File: src/bms_pkg.sv
// Package of constants and lookup functions for the boot mode selector
package bms_pkg;

  // ==========================================================
  // Clock and time base
  localparam int CLK_PERIOD_NS = 4;
  localparam int NS_PER_MS = 1000000;
  localparam int MS_CYCLES_DFLT = NS_PER_MS / CLK_PERIOD_NS;
  localparam int CLK_HZ = 1000000000 / CLK_PERIOD_NS;

  // ==========================================================
  // Button timing in milliseconds; all but DEB_MS count hold since reset release
  localparam logic [19:0] SOLID_MS = 20'd3000;
  localparam logic [19:0] RAPID_MS = 20'd15000;
  localparam logic [19:0] SLOW_MS = 20'd30000;
  localparam logic [19:0] DEB_MS = 20'd20;
  localparam logic [19:0] SETTLE_MS = 20'd22;
  localparam int RAPID_BIT = 6;
  localparam int SLOW_BIT = 9;

  // ==========================================================
  // Lamp flash timing in milliseconds
  localparam logic [19:0] SHORT_MS = 20'd200;
  localparam logic [19:0] LONG_MS = 20'd600;
  localparam logic [19:0] SPACE_MS = 20'd300;
  localparam logic [19:0] GAP_MS = 20'd1000;
  localparam logic [31:0] LAMP_TMO_RST = 32'h000493e0;
  localparam logic [15:0] SENSOR_CODE = 16'h0004;

  // ==========================================================
  // Repeater timing in milliseconds
  localparam logic [3:0] MSG_IDLE_MS = 4'h5;
  localparam logic [3:0] SENSOR_GAP_MS = 4'h3;
  localparam logic [7:0] LEAD_BYTE = 8'hff;

  // ==========================================================
  // Register offsets
  localparam logic [3:0] CFG_A_OFS = 4'h0;
  localparam logic [3:0] CFG_B_OFS = 4'h1;
  localparam logic [3:0] LAMP_OFS = 4'h2;
  localparam logic [3:0] TMO_OFS = 4'h3;
  localparam logic [3:0] ALARM_OFS = 4'h4;
  localparam logic [3:0] LOCK_OFS = 4'h5;
  localparam logic [3:0] STAT_OFS = 4'h6;

  // ==========================================================
  // Port config fields: baud idx [2:0], parity [4:3], 7 bits [5], 2 stop [6]
  localparam int CFG_W = 7;
  localparam logic [1:0] PAR_NONE = 2'h0;
  localparam logic [1:0] PAR_ODD = 2'h1;
  localparam logic [1:0] PAR_EVEN = 2'h2;
  localparam logic [CFG_W-1:0] CFG_A_RST = 7'h05;
  localparam logic [CFG_W-1:0] CFG_B_RST = 7'h03;

  typedef enum logic [2:0] {
    MODE_PEND, MODE_HOLD, MODE_RUN, MODE_SERVICE, MODE_SENSOR, MODE_COLD
  } bms_mode_type;

  // Port A divisor: 300 baud doubling up to 38400
  function automatic logic [19:0] bms_div_a(input logic [2:0] idx);
    logic [19:0] d;
    d = 20'(CLK_HZ / 38400);
    case (idx)
      3'h0: d = 20'(CLK_HZ / 300);
      3'h1: d = 20'(CLK_HZ / 600);
      3'h2: d = 20'(CLK_HZ / 1200);
      3'h3: d = 20'(CLK_HZ / 2400);
      3'h4: d = 20'(CLK_HZ / 4800);
      3'h5: d = 20'(CLK_HZ / 9600);
      3'h6: d = 20'(CLK_HZ / 19200);
      default: d = 20'(CLK_HZ / 38400);
    endcase
    return d;
  endfunction

  // Port B divisor: 1200 baud up to 115200
  function automatic logic [19:0] bms_div_b(input logic [2:0] idx);
    logic [19:0] d;
    d = 20'(CLK_HZ / 115200);
    case (idx)
      3'h0: d = 20'(CLK_HZ / 1200);
      3'h1: d = 20'(CLK_HZ / 2400);
      3'h2: d = 20'(CLK_HZ / 4800);
      3'h3: d = 20'(CLK_HZ / 9600);
      3'h4: d = 20'(CLK_HZ / 19200);
      3'h5: d = 20'(CLK_HZ / 38400);
      3'h6: d = 20'(CLK_HZ / 57600);
      default: d = 20'(CLK_HZ / 115200);
    endcase
    return d;
  endfunction

  localparam logic [19:0] SENSOR_DIV = 20'(CLK_HZ / 4800);

endpackage

File: src/bms_top.sv
// Boot mode selector, status lamp and sensor repeater
`timescale 1ns/1ps
`default_nettype none

module bms_top
  import bms_pkg::*;
#(
  parameter int MS_CYCLES = MS_CYCLES_DFLT
) (
  // Clock and reset
  input wire logic mclk,
  input wire logic rst,
  // Boot push button pin, high while pressed
  input wire logic boot_btn,
  // Register port
  input wire logic [3:0] reg_addr,
  input wire logic [31:0] reg_wdata,
  input wire logic reg_wr,
  input wire logic reg_rd,
  output logic [31:0] reg_rdata,
  // Application state from the memory system
  input wire logic ram_app_present,
  input wire logic ram_app_ck_ok,
  input wire logic flash_app_present,
  // Mode and control outputs
  output bms_mode_type mode,
  output logic lamp_out,
  output logic app_start,
  output logic app_from_flash,
  output logic cold_init,
  output logic lock_active,
  output logic fw_load_en_a,
  output logic fw_load_en_b,
  // Effective serial parameters
  output logic [19:0] sensor_div,
  output logic sensor_en,
  output logic [19:0] port_a_div,
  output logic [1:0] port_a_parity,
  output logic port_a_seven,
  output logic port_a_two_stop,
  output logic port_a_en,
  output logic [19:0] port_b_div,
  output logic [1:0] port_b_parity,
  output logic port_b_seven,
  output logic port_b_two_stop,
  output logic port_b_en,
  // Repeater: port A to sensor port
  input wire logic [7:0] a_rx_data,
  input wire logic a_rx_valid,
  output logic [7:0] s_tx_data,
  output logic s_tx_valid,
  input wire logic s_tx_ready,
  // Repeater: sensor port to port A
  input wire logic [7:0] s_rx_data,
  input wire logic s_rx_valid,
  output logic [7:0] a_tx_data,
  output logic a_tx_valid,
  input wire logic a_tx_ready
);

  // ==========================================================
  // Millisecond tick
  logic [31:0] tick_cnt;
  logic ms_tick;

  always_ff @(posedge mclk) begin
    if (rst || tick_cnt == 32'(MS_CYCLES - 1)) begin
      tick_cnt <= '0;
    end else begin
      tick_cnt <= tick_cnt + 32'h1;
    end
  end
  assign ms_tick = (tick_cnt == 32'(MS_CYCLES - 1));

  // ==========================================================
  // Button synchroniser and debouncer
  logic btn_s1, btn_s2, btn_db;
  logic [19:0] deb_cnt;

  always_ff @(posedge mclk) begin
    btn_s1 <= boot_btn;
    btn_s2 <= btn_s1;
  end

  // Level accepted after DEB_MS of stability
  always_ff @(posedge mclk) begin
    if (rst) begin
      btn_db <= 1'b0;
      deb_cnt <= '0;
    end else if (btn_s2 == btn_db) begin
      deb_cnt <= '0;
    end else if (ms_tick) begin
      deb_cnt <= deb_cnt + 20'h1;
      if (deb_cnt >= DEB_MS) begin
        btn_db <= btn_s2;
      end
    end
  end

  // ==========================================================
  // Hold timer since reset release, saturating
  logic [19:0] elapsed;

  always_ff @(posedge mclk) begin
    if (rst) begin
      elapsed <= '0;
    end else if (ms_tick && elapsed != 20'hfffff) begin
      elapsed <= elapsed + 20'h1;
    end
  end

  // ==========================================================
  // Boot selection; once chosen the mode is final
  logic hold_rel;
  assign hold_rel = (mode == MODE_HOLD) && !btn_db;

  always_ff @(posedge mclk) begin
    if (rst) begin
      mode <= MODE_PEND;
    end else begin
      unique case (mode)
        MODE_PEND: begin
          if (elapsed >= SETTLE_MS) begin
            mode <= btn_db ? MODE_HOLD : MODE_RUN;
          end
        end
        MODE_HOLD: begin
          if (!btn_db) begin
            if (elapsed < SOLID_MS) begin
              mode <= MODE_RUN;
            end else if (elapsed < RAPID_MS) begin
              mode <= MODE_SERVICE;
            end else if (elapsed <= SLOW_MS) begin
              mode <= MODE_SENSOR;
            end else begin
              mode <= MODE_COLD;
            end
          end
        end
        MODE_RUN, MODE_SERVICE, MODE_SENSOR, MODE_COLD: begin
          mode <= mode;
        end
      endcase
    end
  end

  // One pulse when Cold Boot is entered
  always_ff @(posedge mclk) begin
    if (rst) begin
      cold_init <= 1'b0;
    end else begin
      cold_init <= hold_rel && elapsed > SLOW_MS;
    end
  end

  // ==========================================================
  // Registers
  logic [CFG_W-1:0] cfg_a, cfg_b;
  logic lamp_default, power_state, lock_reg;
  logic [31:0] lamp_tmo, tmo_cnt;
  logic [15:0] alarm_code;
  logic defaults_now;
  assign defaults_now = hold_rel && elapsed >= SOLID_MS &&
                        (elapsed < RAPID_MS || elapsed > SLOW_MS);

  // Port configuration, defaults restored on service or cold boot
  always_ff @(posedge mclk) begin
    if (rst || defaults_now) begin
      cfg_a <= CFG_A_RST;
      cfg_b <= CFG_B_RST;
    end else if (reg_wr && reg_addr == CFG_A_OFS) begin
      cfg_a <= reg_wdata[CFG_W-1:0];
    end else if (reg_wr && reg_addr == CFG_B_OFS) begin
      cfg_b <= reg_wdata[CFG_W-1:0];
    end
  end

  // Lamp settings and alarm code
  always_ff @(posedge mclk) begin
    if (rst) begin
      lamp_default <= 1'b0;
      lamp_tmo <= LAMP_TMO_RST;
      alarm_code <= '0;
    end else if (reg_wr) begin
      if (reg_addr == LAMP_OFS) begin
        lamp_default <= reg_wdata[0];
      end
      if (reg_addr == TMO_OFS) begin
        lamp_tmo <= reg_wdata;
      end
      if (reg_addr == ALARM_OFS) begin
        alarm_code <= reg_wdata[15:0];
      end
    end
  end

  // Lock, cleared by cold boot
  always_ff @(posedge mclk) begin
    if (rst || cold_init) begin
      lock_reg <= 1'b0;
    end else if (reg_wr && reg_addr == LOCK_OFS) begin
      lock_reg <= reg_wdata[0];
    end
  end

  // Lamp power state returns to default after timeout
  always_ff @(posedge mclk) begin
    if (rst) begin
      power_state <= 1'b0;
      tmo_cnt <= '0;
    end else if (reg_wr && reg_addr == LAMP_OFS) begin
      power_state <= reg_wdata[1];
      tmo_cnt <= lamp_tmo;
    end else if (power_state != lamp_default) begin
      if (tmo_cnt == '0) begin
        power_state <= lamp_default;
      end else if (ms_tick) begin
        tmo_cnt <= tmo_cnt - 32'h1;
      end
    end
  end

  // Read data one cycle after the strobe
  always_ff @(posedge mclk) begin
    if (rst) begin
      reg_rdata <= '0;
    end else if (reg_rd) begin
      unique case (reg_addr)
        CFG_A_OFS: reg_rdata <= {25'h0, cfg_a};
        CFG_B_OFS: reg_rdata <= {25'h0, cfg_b};
        LAMP_OFS: reg_rdata <= {30'h0, power_state, lamp_default};
        TMO_OFS: reg_rdata <= lamp_tmo;
        ALARM_OFS: reg_rdata <= {16'h0, alarm_code};
        LOCK_OFS: reg_rdata <= {31'h0, lock_reg};
        STAT_OFS: reg_rdata <= {27'h0, lamp_out, lock_active, mode};
        default: reg_rdata <= '0;
      endcase
    end
  end

  // ==========================================================
  // Effective serial parameters per mode
  logic run_m, sens_m, dflt_m;
  assign run_m = (mode == MODE_RUN);
  assign sens_m = (mode == MODE_SENSOR);
  assign dflt_m = (mode == MODE_SERVICE) || (mode == MODE_COLD);

  always_ff @(posedge mclk) begin
    if (rst) begin
      sensor_div <= SENSOR_DIV;
      sensor_en <= 1'b0;
      port_a_div <= bms_div_a(CFG_A_RST[2:0]);
      port_a_parity <= PAR_NONE;
      port_a_seven <= 1'b0;
      port_a_two_stop <= 1'b0;
      port_a_en <= 1'b0;
      port_b_div <= bms_div_b(CFG_B_RST[2:0]);
      port_b_parity <= PAR_NONE;
      port_b_seven <= 1'b0;
      port_b_two_stop <= 1'b0;
      port_b_en <= 1'b0;
    end else if (sens_m) begin
      sensor_en <= 1'b1;
      port_a_div <= SENSOR_DIV;
      port_a_parity <= PAR_NONE;
      port_a_seven <= 1'b0;
      port_a_two_stop <= 1'b0;
      port_a_en <= 1'b1;
      port_b_en <= 1'b0;
    end else begin
      sensor_en <= run_m || dflt_m;
      port_a_div <= bms_div_a(cfg_a[2:0]);
      port_a_parity <= cfg_a[4:3];
      port_a_seven <= cfg_a[5];
      port_a_two_stop <= cfg_a[6];
      port_a_en <= run_m || dflt_m;
      port_b_div <= bms_div_b(cfg_b[2:0]);
      port_b_parity <= cfg_b[4:3];
      port_b_seven <= cfg_b[5];
      port_b_two_stop <= cfg_b[6];
      port_b_en <= run_m || dflt_m;
    end
  end

  // ==========================================================
  // Application start, lock and firmware loading
  always_ff @(posedge mclk) begin
    if (rst) begin
      app_start <= 1'b0;
      app_from_flash <= 1'b0;
      lock_active <= 1'b0;
      fw_load_en_a <= 1'b0;
      fw_load_en_b <= 1'b0;
    end else begin
      app_start <= run_m && (ram_app_present ? ram_app_ck_ok
                                             : flash_app_present);
      app_from_flash <= run_m && !ram_app_present && flash_app_present;
      lock_active <= lock_reg && (run_m || mode == MODE_SERVICE);
      fw_load_en_a <= run_m || dflt_m;
      fw_load_en_b <= 1'b0;
    end
  end

  // ==========================================================
  // Serial flash sequencer for alarm and sensor patterns
  typedef enum logic [1:0] {FL_IDLE, FL_ON, FL_OFF, FL_GAP} bms_fl_type;
  bms_fl_type fl_state;
  logic [15:0] show_code, seq_code;
  logic [4:0] seq_len, seq_idx;
  logic [19:0] ph_cnt;
  logic seq_lamp, sel_lamp;

  // Number of bits with leading zeros dropped
  function automatic logic [4:0] bms_len(input logic [15:0] c);
    logic [4:0] n;
    n = '0;
    for (int i = 0; i < 16; i++) begin
      if (c[i]) begin
        n = 5'(i + 1);
      end
    end
    return n;
  endfunction

  assign show_code = sens_m ? SENSOR_CODE : alarm_code;

  always_ff @(posedge mclk) begin
    if (rst || mode == MODE_PEND || mode == MODE_HOLD) begin
      fl_state <= FL_IDLE;
      seq_code <= '0;
      seq_len <= '0;
      seq_idx <= '0;
      ph_cnt <= '0;
    end else begin
      unique case (fl_state)
        FL_IDLE: begin
          if (show_code != '0) begin
            fl_state <= FL_ON;
            seq_code <= show_code;
            seq_len <= bms_len(show_code);
            seq_idx <= '0;
            ph_cnt <= '0;
          end
        end
        FL_ON: begin
          if (ms_tick) begin
            ph_cnt <= ph_cnt + 20'h1;
            if (ph_cnt >= (seq_code[seq_idx[3:0]] ? LONG_MS
                                                   : SHORT_MS)) begin
              fl_state <= FL_OFF;
              ph_cnt <= '0;
            end
          end
        end
        FL_OFF: begin
          if (ms_tick) begin
            ph_cnt <= ph_cnt + 20'h1;
            if (ph_cnt >= SPACE_MS) begin
              ph_cnt <= '0;
              seq_idx <= seq_idx + 5'h1;
              fl_state <= (seq_idx + 5'h1 == seq_len) ? FL_GAP : FL_ON;
            end
          end
        end
        FL_GAP: begin
          if (ms_tick) begin
            ph_cnt <= ph_cnt + 20'h1;
            if (ph_cnt >= GAP_MS) begin
              fl_state <= FL_IDLE;
            end
          end
        end
      endcase
    end
  end

  // Selection progress indication while the button is held
  always_comb begin
    sel_lamp = 1'b0;
    if (elapsed > SLOW_MS) begin
      sel_lamp = elapsed[SLOW_BIT];
    end else if (elapsed >= RAPID_MS) begin
      sel_lamp = elapsed[RAPID_BIT];
    end else if (elapsed >= SOLID_MS) begin
      sel_lamp = 1'b1;
    end
  end
  assign seq_lamp = (fl_state == FL_ON);

  always_ff @(posedge mclk) begin
    if (rst) begin
      lamp_out <= 1'b0;
    end else if (mode == MODE_HOLD) begin
      lamp_out <= sel_lamp;
    end else begin
      lamp_out <= seq_lamp && (sens_m || power_state);
    end
  end

  // ==========================================================
  // Sensor mode repeater
  logic [3:0] idle_cnt, gap_cnt;
  logic s_full, a_full, a_first;
  assign a_first = (idle_cnt >= MSG_IDLE_MS);

  // Idle time on port A marks a new message
  always_ff @(posedge mclk) begin
    if (rst || a_rx_valid) begin
      idle_cnt <= rst ? MSG_IDLE_MS : 4'h0;
    end else if (ms_tick && !a_first) begin
      idle_cnt <= idle_cnt + 4'h1;
    end
  end

  // Byte towards the sensor, lead FF dropped
  always_ff @(posedge mclk) begin
    if (rst || !sens_m) begin
      s_full <= 1'b0;
      s_tx_data <= '0;
    end else if (a_rx_valid && !s_full &&
                 !(a_first && a_rx_data == LEAD_BYTE)) begin
      s_full <= 1'b1;
      s_tx_data <= a_rx_data;
    end else if (s_tx_valid && s_tx_ready) begin
      s_full <= 1'b0;
    end
  end

  // Spacing between bytes sent to the sensor
  always_ff @(posedge mclk) begin
    if (rst) begin
      gap_cnt <= '0;
    end else if (s_tx_valid && s_tx_ready) begin
      gap_cnt <= SENSOR_GAP_MS;
    end else if (ms_tick && gap_cnt != '0) begin
      gap_cnt <= gap_cnt - 4'h1;
    end
  end
  assign s_tx_valid = s_full && gap_cnt == '0;

  // Byte from the sensor passed unchanged
  always_ff @(posedge mclk) begin
    if (rst || !sens_m) begin
      a_full <= 1'b0;
      a_tx_data <= '0;
    end else if (s_rx_valid && !a_full) begin
      a_full <= 1'b1;
      a_tx_data <= s_rx_data;
    end else if (a_tx_valid && a_tx_ready) begin
      a_full <= 1'b0;
    end
  end
  assign a_tx_valid = a_full;
endmodule

`default_nettype wire

File: config.mk
export PLATFORM = sky130hd
export DESIGN_NAME = bms_top
export DESIGN_NICKNAME = d
export VERILOG_FILES = /design/src/bms_pkg.sv /design/src/bms_top.sv
export SDC_FILE = /design/constraint.sdc
export NUM_CORES = 1
export LEC_CHECK = 0
export BUFFER_PORTS_ARGS = -buffer_cell sky130_fd_sc_hd__buf_2
export CORE_ASPECT_RATIO = 1.25
export CORE_MARGIN = 4
export CORE_UTILIZATION = 40
export DETAILED_ROUTE_END_ITERATION = 16
export GPL_ROUTABILITY_DRIVEN = 0
export GPL_TIMING_DRIVEN = 0
export HOLD_SLACK_MARGIN = 0.08
export MAX_ROUTING_LAYER = met4
export SYNTH_ARGS = -nofsm -noshare
export SYNTH_HDL_FRONTEND = slang
export SYNTH_SLANG_ARGS = --single-unit
File: constraint.sdc
create_clock -name mclk -period 3.6 [get_ports mclk]
set_input_delay 0.36 -clock mclk [delete_from_list [all_inputs] [get_ports mclk]]
set_output_delay 0.36 -clock mclk [all_outputs]
set_load 0.1 [all_outputs]
== Word level (Yosys, flattened, before mapping) ==
Index checks and enable logic that the tools add are counted.

* Bits in registers: 337
* Bits of input ports: 64
* Output and inout bits: 131
* Word-level logic and storage cells: 259

* Add/subtract/negate cells: 8
* $lt $le $gt $ge: 13
* Eq/ne operators: 42
* Muxes and demuxes: 73
* Bitwise logic cells: 3
* Reductions and logical operators: 75

{| class="wikitable"
|+ Operator list
! cell !! number
|-
| 32-bit case mux with 7 select lines || 1
|-
| 20-bit case mux with 7 select lines || 1
|-
| 32-bit 2-to-1 mux || 4
|-
| 18-bit case mux with 7 select lines || 1
|-
| 20-bit 2-to-1 mux || 6
|-
| 5-bit 2-to-1 mux || 18
|-
| 20-bit case mux with 4 select lines || 1
|-
| 20-bit by 1-bit adder with 20-bit output, second input constant || 3
|-
| 20-bit by 5-bit greater-or-equal comparator with 1-bit output, second input constant || 2
|-
| 32-bit by 1-bit adder with 32-bit output, second input constant || 1
|-
| 32-bit by 18-bit == test with 1-bit output, second input constant || 1
|-
| 32-bit logical NOT || 1
|-
| 16-bit 2-to-1 mux || 2
|-
| 32-bit by 1-bit subtractor with 32-bit output, second input constant || 1
|-
| 3-bit == test, second input constant || 8
|-
| 1-bit logical AND || 23
|-
| 2-bit 2-to-1 mux || 11
|-
| 20-bit by 10-bit greater-or-equal comparator with 1-bit output || 1
|-
| 20-bit by 10-bit greater-or-equal comparator with 1-bit output, second input constant || 1
|-
| 20-bit by 12-bit greater-or-equal comparator with 1-bit output, second input constant || 1
|-
| 20-bit by 14-bit greater-or-equal comparator with 1-bit output, second input constant || 1
|-
| 20-bit by 9-bit greater-or-equal comparator with 1-bit output, second input constant || 1
|-
| 20-bit by 15-bit greater-than comparator with 1-bit output, second input constant || 1
|-
| 20-bit by 15-bit less-or-equal comparator with 1-bit output, second input constant || 1
|-
| other kinds (44) || 122
|}

== Longest topological paths before layout ==
* Depth after elaboration: 18
* Gate-level depth with buffers: 12
* Depth with buffers taken out: 10

== Least setup slack after synthesis ==
Ideal clock, no wire load.

* Path kind: register to register
* Start: register seq_idx[0]
* End: register ph_cnt[10]
* Setup time: 65 ps
* Arrival: 3612 ps
* Required time: 3535 ps
* Setup slack: -77 ps
* Cell stages (with the launch flop): 13
* Buffers on the path: 2
* Clock period less this slack: 3677 ps
* Path through: dfxtp_1 clkbuf_1 mux4_2 mux4_2 inv_1 ha_1 a211o_1 a311o_1 a2111oi_0 a21oi_1 a21o_1 clkbuf_1 nor2_1

* Word-level cells in the longest chain between the ends: 7

{| class="wikitable"
|+ Ends and longest elaborated chain
! element !! line !! source
|-
| start, declared || bms_top.sv:309 || <nowiki>logic [4:0] seq_len, seq_idx;</nowiki>
|-
| start signal, assigned || bms_top.sv:360 || <nowiki>seq_idx <= seq_idx + 5'h1;</nowiki>
|-
| 1-bit binary-select mux with 4-bit select || bms_top.sv:348 || <nowiki>if (ph_cnt >= (seq_code[seq_idx[3:0]] ? LONG_MS</nowiki>
|-
| 1-bit 2-to-1 mux (not written as such) || bms_top.sv:348 ||
|-
| 10-bit 2-to-1 mux || bms_top.sv:348 ||
|-
| 20-bit by 10-bit greater-or-equal comparator with 1-bit output || bms_top.sv:348 ||
|-
| 20-bit 2-to-1 mux || bms_top.sv:348 ||
|-
| 20-bit 2-to-1 mux || bms_top.sv:346 || <nowiki>if (ms_tick) begin</nowiki>
|-
| 20-bit case mux with 4 select lines || bms_top.sv:335 || <nowiki>unique case (fl_state)</nowiki>
|-
| end signal, assigned || bms_top.sv:347 || <nowiki>ph_cnt <= ph_cnt + 20'h1;</nowiki>
|-
| end signal, assigned || bms_top.sv:357 || <nowiki>ph_cnt <= ph_cnt + 20'h1;</nowiki>
|-
| end signal, assigned || bms_top.sv:367 || <nowiki>ph_cnt <= ph_cnt + 20'h1;</nowiki>
|-
| end, declared || bms_top.sv:310 || <nowiki>logic [19:0] ph_cnt;</nowiki>
|}

No other way between the ends. The select of a mux whose other input is x is not followed.
A chain may end at the register's enable or synchronous reset.

== Worst setup path after layout ==
* Start: register seq_idx[0]
* End: register ph_cnt[18]

Same word-level chain as after synthesis.

==> results.sh <==
export IMPL_cp_required_ns=4.05
export IMPL_fin_worst_skew_ns=0.0169
export IMPL_grt_pass1_vias=13427
export IMPL_nets=2198
export IMPL_critPathLaunch="seq_idx[0]"
export IMPL_swShare_pct=27.5
export IMPL_p_leak_nw=6.92
export IMPL_ys_types=75
export IMPL_grt_first_pass_wirelength_um=73100
export IMPL_critPathSlowestCell="mux4_2"
export IMPL_seq_area_frac_synth_pct=44.0
export IMPL_netlist_area_leader_share_pct=43.2
export IMPL_p_per_area_nw_per_um2=463
export IMPL_cts_buffer_depth=3
export IMPL_cts_root_buf="clkbuf_16"
export IMPL_p_int_mw=6.14
export IMPL_worst_slew_pin_slew_ns=1.15
export IMPL_detail_route_wl_per_cell_um=17.8
export IMPL_pin_count=195
export IMPL_power_frac_comb_pct=12.6
export IMPL_rr_endpoint="ph_cnt[18]"
export IMPL_rows=79
export IMPL_post_route_drc_count=0
export IMPL_cp_buffers_inverters=3
export IMPL_die_h_um=227
export IMPL_ff2ff_path_depth=12
export IMPL_synth_warnings=0
export IMPL_initial_core_util_pct=40.8
export IMPL_clk_latency_ns=0.53
export IMPL_post_dp_hpwl_um=34600
export IMPL_peakVddDrop_mv=0.313
export IMPL_mostFrequentLayoutCell="dfxtp_1"
export IMPL_max_slew_margin_pct=23.3
export IMPL_finalCriticalPeriod_ns=3.45
export IMPL_total_power_mw=8.47
export IMPL_first_pass_iters=6
export IMPL_grt_total_usage_pct=22.5
export IMPL_portBuffers=168
export IMPL_path_class="reg2reg"
export IMPL_hp_class="in2reg"
export IMPL_async_flop_share_pct=0
export IMPL_place_ws_ns=-0.381
export IMPL_start_kind="register"
export IMPL_p_switching_mw=2.33
export IMPL_max_stage_delay_ns=0.52
export IMPL_cts_made_buffers=35
export IMPL_route_vias_total=14063
export IMPL_yosys_top_cells_area="dfxtp_1, nor2_1, nand2_1"
export IMPL_synth_edff_count=4
export IMPL_hold_viol_final=0
export IMPL_synth_seq_cells=334
export IMPL_cp_depth=12
export IMPL_syn_instance_count=1863
export IMPL_grt_max_degree=15
export IMPL_worstReg2RegStart="seq_idx[0]"
export IMPL_finalCritPeriodShare_pct=95.9
export IMPL_drive_above_1_share_pct=13.6
export IMPL_crit_fanout=10
export IMPL_drt_vias_per_instance=5.35
export IMPL_fin_tns_setup_ns=0
export IMPL_cts_tree="done"
export IMPL_max_cap_violations=0
export IMPL_fp_dieW_um=183
export IMPL_grt_overflow_total=0
export IMPL_dieArea_um2=41400
export IMPL_power_frac_clock_pct=42.4
export IMPL_layout_setup_ws_ns=0.146
export IMPL_netlist_area_um2=15300
export IMPL_final_cell_mix="dfxtp_1, nor2_1, nand2_1"
export IMPL_ctsHtreeMaxLevel=2
export IMPL_core_area_um2=37500
export IMPL_antenna_found_initial=4
export IMPL_arrival_ns=3.91
export IMPL_wirelength_um=46800
export IMPL_rsz0062_at_grt="no"
export IMPL_finalSetupViolCount=0
export IMPL_pwr_share_seq_pct=45.0
export IMPL_status="completed"
export IMPL_cp_top_family="compound AO/OA/AOI/OAI gates"
export IMPL_clkSinkCount=334
export IMPL_drt_iter0_markers=1014
export IMPL_path_cells="buf_8 > mux4_2 > mux4_2 > inv_2 > ha_1 > a211o_1 > a311o_1 > a2111oi_4 > a21oi_1 > a21o_1 > buf_4 > a21oi_1"
export IMPL_report_final_slew_viol_count=0
export IMPL_endpoint_kind="register"
export IMPL_endpoint="ph_cnt[18]"
export IMPL_avgSynthCellArea_um2=8.21
export IMPL_path_clk_slew_ns=0.06
export IMPL_final_antenna_net_count=0
export IMPL_ys_flop_type="dfxtp_1"
export IMPL_area_growth_pct=19.5
export IMPL_fmax_mhz=290
export IMPL_rrSetupSlack_ns=0.15
export IMPL_synth_largest_area_cell="dfxtp_1"
-- tightest hold or removal path, delay by kind of cell --
kind,cells,cell delay (ns)
buffers and inverters,1,0.09
AND/OR/NAND/NOR,1,0.07
multiplexers,1,0.06
-- worst min-delay path by stage --
stage                             start              to  slack, ns  depth (start not counted)
final                      a_rx_data[1]    s_tx_data[1]        0.1                          3
after global routing      reg_wdata[11]  alarm_code[11]       0.09                          3
after CTS                  a_rx_data[0]    s_tx_data[0]       0.08                          3
after detailed placement         btn_s1          btn_s2       0.32                          0
after global placement           btn_s1          btn_s2       0.31                          0
after floorplan                  btn_s1          btn_s2       0.31                          0
-- cell families after synthesis --
| family | Yosys count | share of synthesized area (%) |
|---|---|---|
| AOI/OAI and AO/OA | 316 | 12.6 |
| xor gates and xnor gates | 118 | 6.76 |
| adders and majority gates | 16 | 1.31 |
| buffers and inverters | 186 | 5.29 |
| DFF | 334 | 44.0 |
| muxes | 30 | 2.48 |
| other | 2 | 0.0491 |
| and+or+nand+nor | 861 | 27.5 |
-- per-stage QoR --
step	cell area, µm²	util, %	hold slack (ns)	std cells
finish	18300	48.8	0.0964	2629
global route	18300	48.8	0.0901	2629
floorplan	15400	-	0.310	1884
detailed placement	16800	44.9	0.316	2538
global placement	16800	44.9	0.314	2538
CTS	18300	48.7	0.0804	2625
-- timing repair --
item                                   in CTS  in global routing
resized for setup                           8                  4
pin swaps                                   1                  1
buffers inserted                            1                  0
hold buffers                               28                  0
setup endpoints to repair                  22                 21
endpoints found under the hold margin      28                  0
-- routing by layer --
layer | vias to the layer above | wire (µm) | global-route usage, %
met2 | 450 | 22500 | 37.5
li1 | 6961 | - | -
met5 | - | 0 | -
met4 | 0 | 1520 | 7.76
met1 | 6559 | 19700 | 28.0
met3 | 93 | 3060 | 3.66
-- cell type report --
| type | count | area [µm²] |
|---|---|---|
| Clock buffer | 50 | 1020 |
| Antenna cell | 4 | 10.0 |
| Fill cell | 3654 | 19200 |
| Timing Repair Buffer | 197 | 1130 |
| Inverter | 43 | 161 |
| Buffer | 143 | 664 |
| Tap cell | 486 | 608 |
| Sequential cell | 334 | 6730 |
| Clock inverter | 8 | 93.8 |
| Multi-Input combinational cell | 1364 | 7860 |
-- power groups by stage --
stage / clock network (mW) / logic, mW / registers, mW
floorplan: 0 / 0.574 / 4.07
global route: 3.81 / 1.14 / 3.82
CTS: 3.67 / 1.07 / 3.81
global placement: 0 / 1.03 / 3.89
finish: 3.59 / 1.07 / 3.81
detailed placement: 0 / 1.04 / 3.89
-- synthesized netlist by cell type (13+ instances only) --
cell type,instances
xor2_1,51
a211oi_1,35
nand2_1,229
nand3_1,79
nor2_1,248
buf_4,25
mux2i_1,21
nor4_1,46
and2_1,19
o21ai_0,43
a21oi_1,156
or3_1,26
inv_1,43
nor3_1,42
dfxtp_1,330
nand4_1,47
and4_1,13
nand2b_1,17
ha_1,16
xnor2_1,67
clkbuf_1,101
and3_1,32
Note: power is estimated with default switching activity, not from simulation.
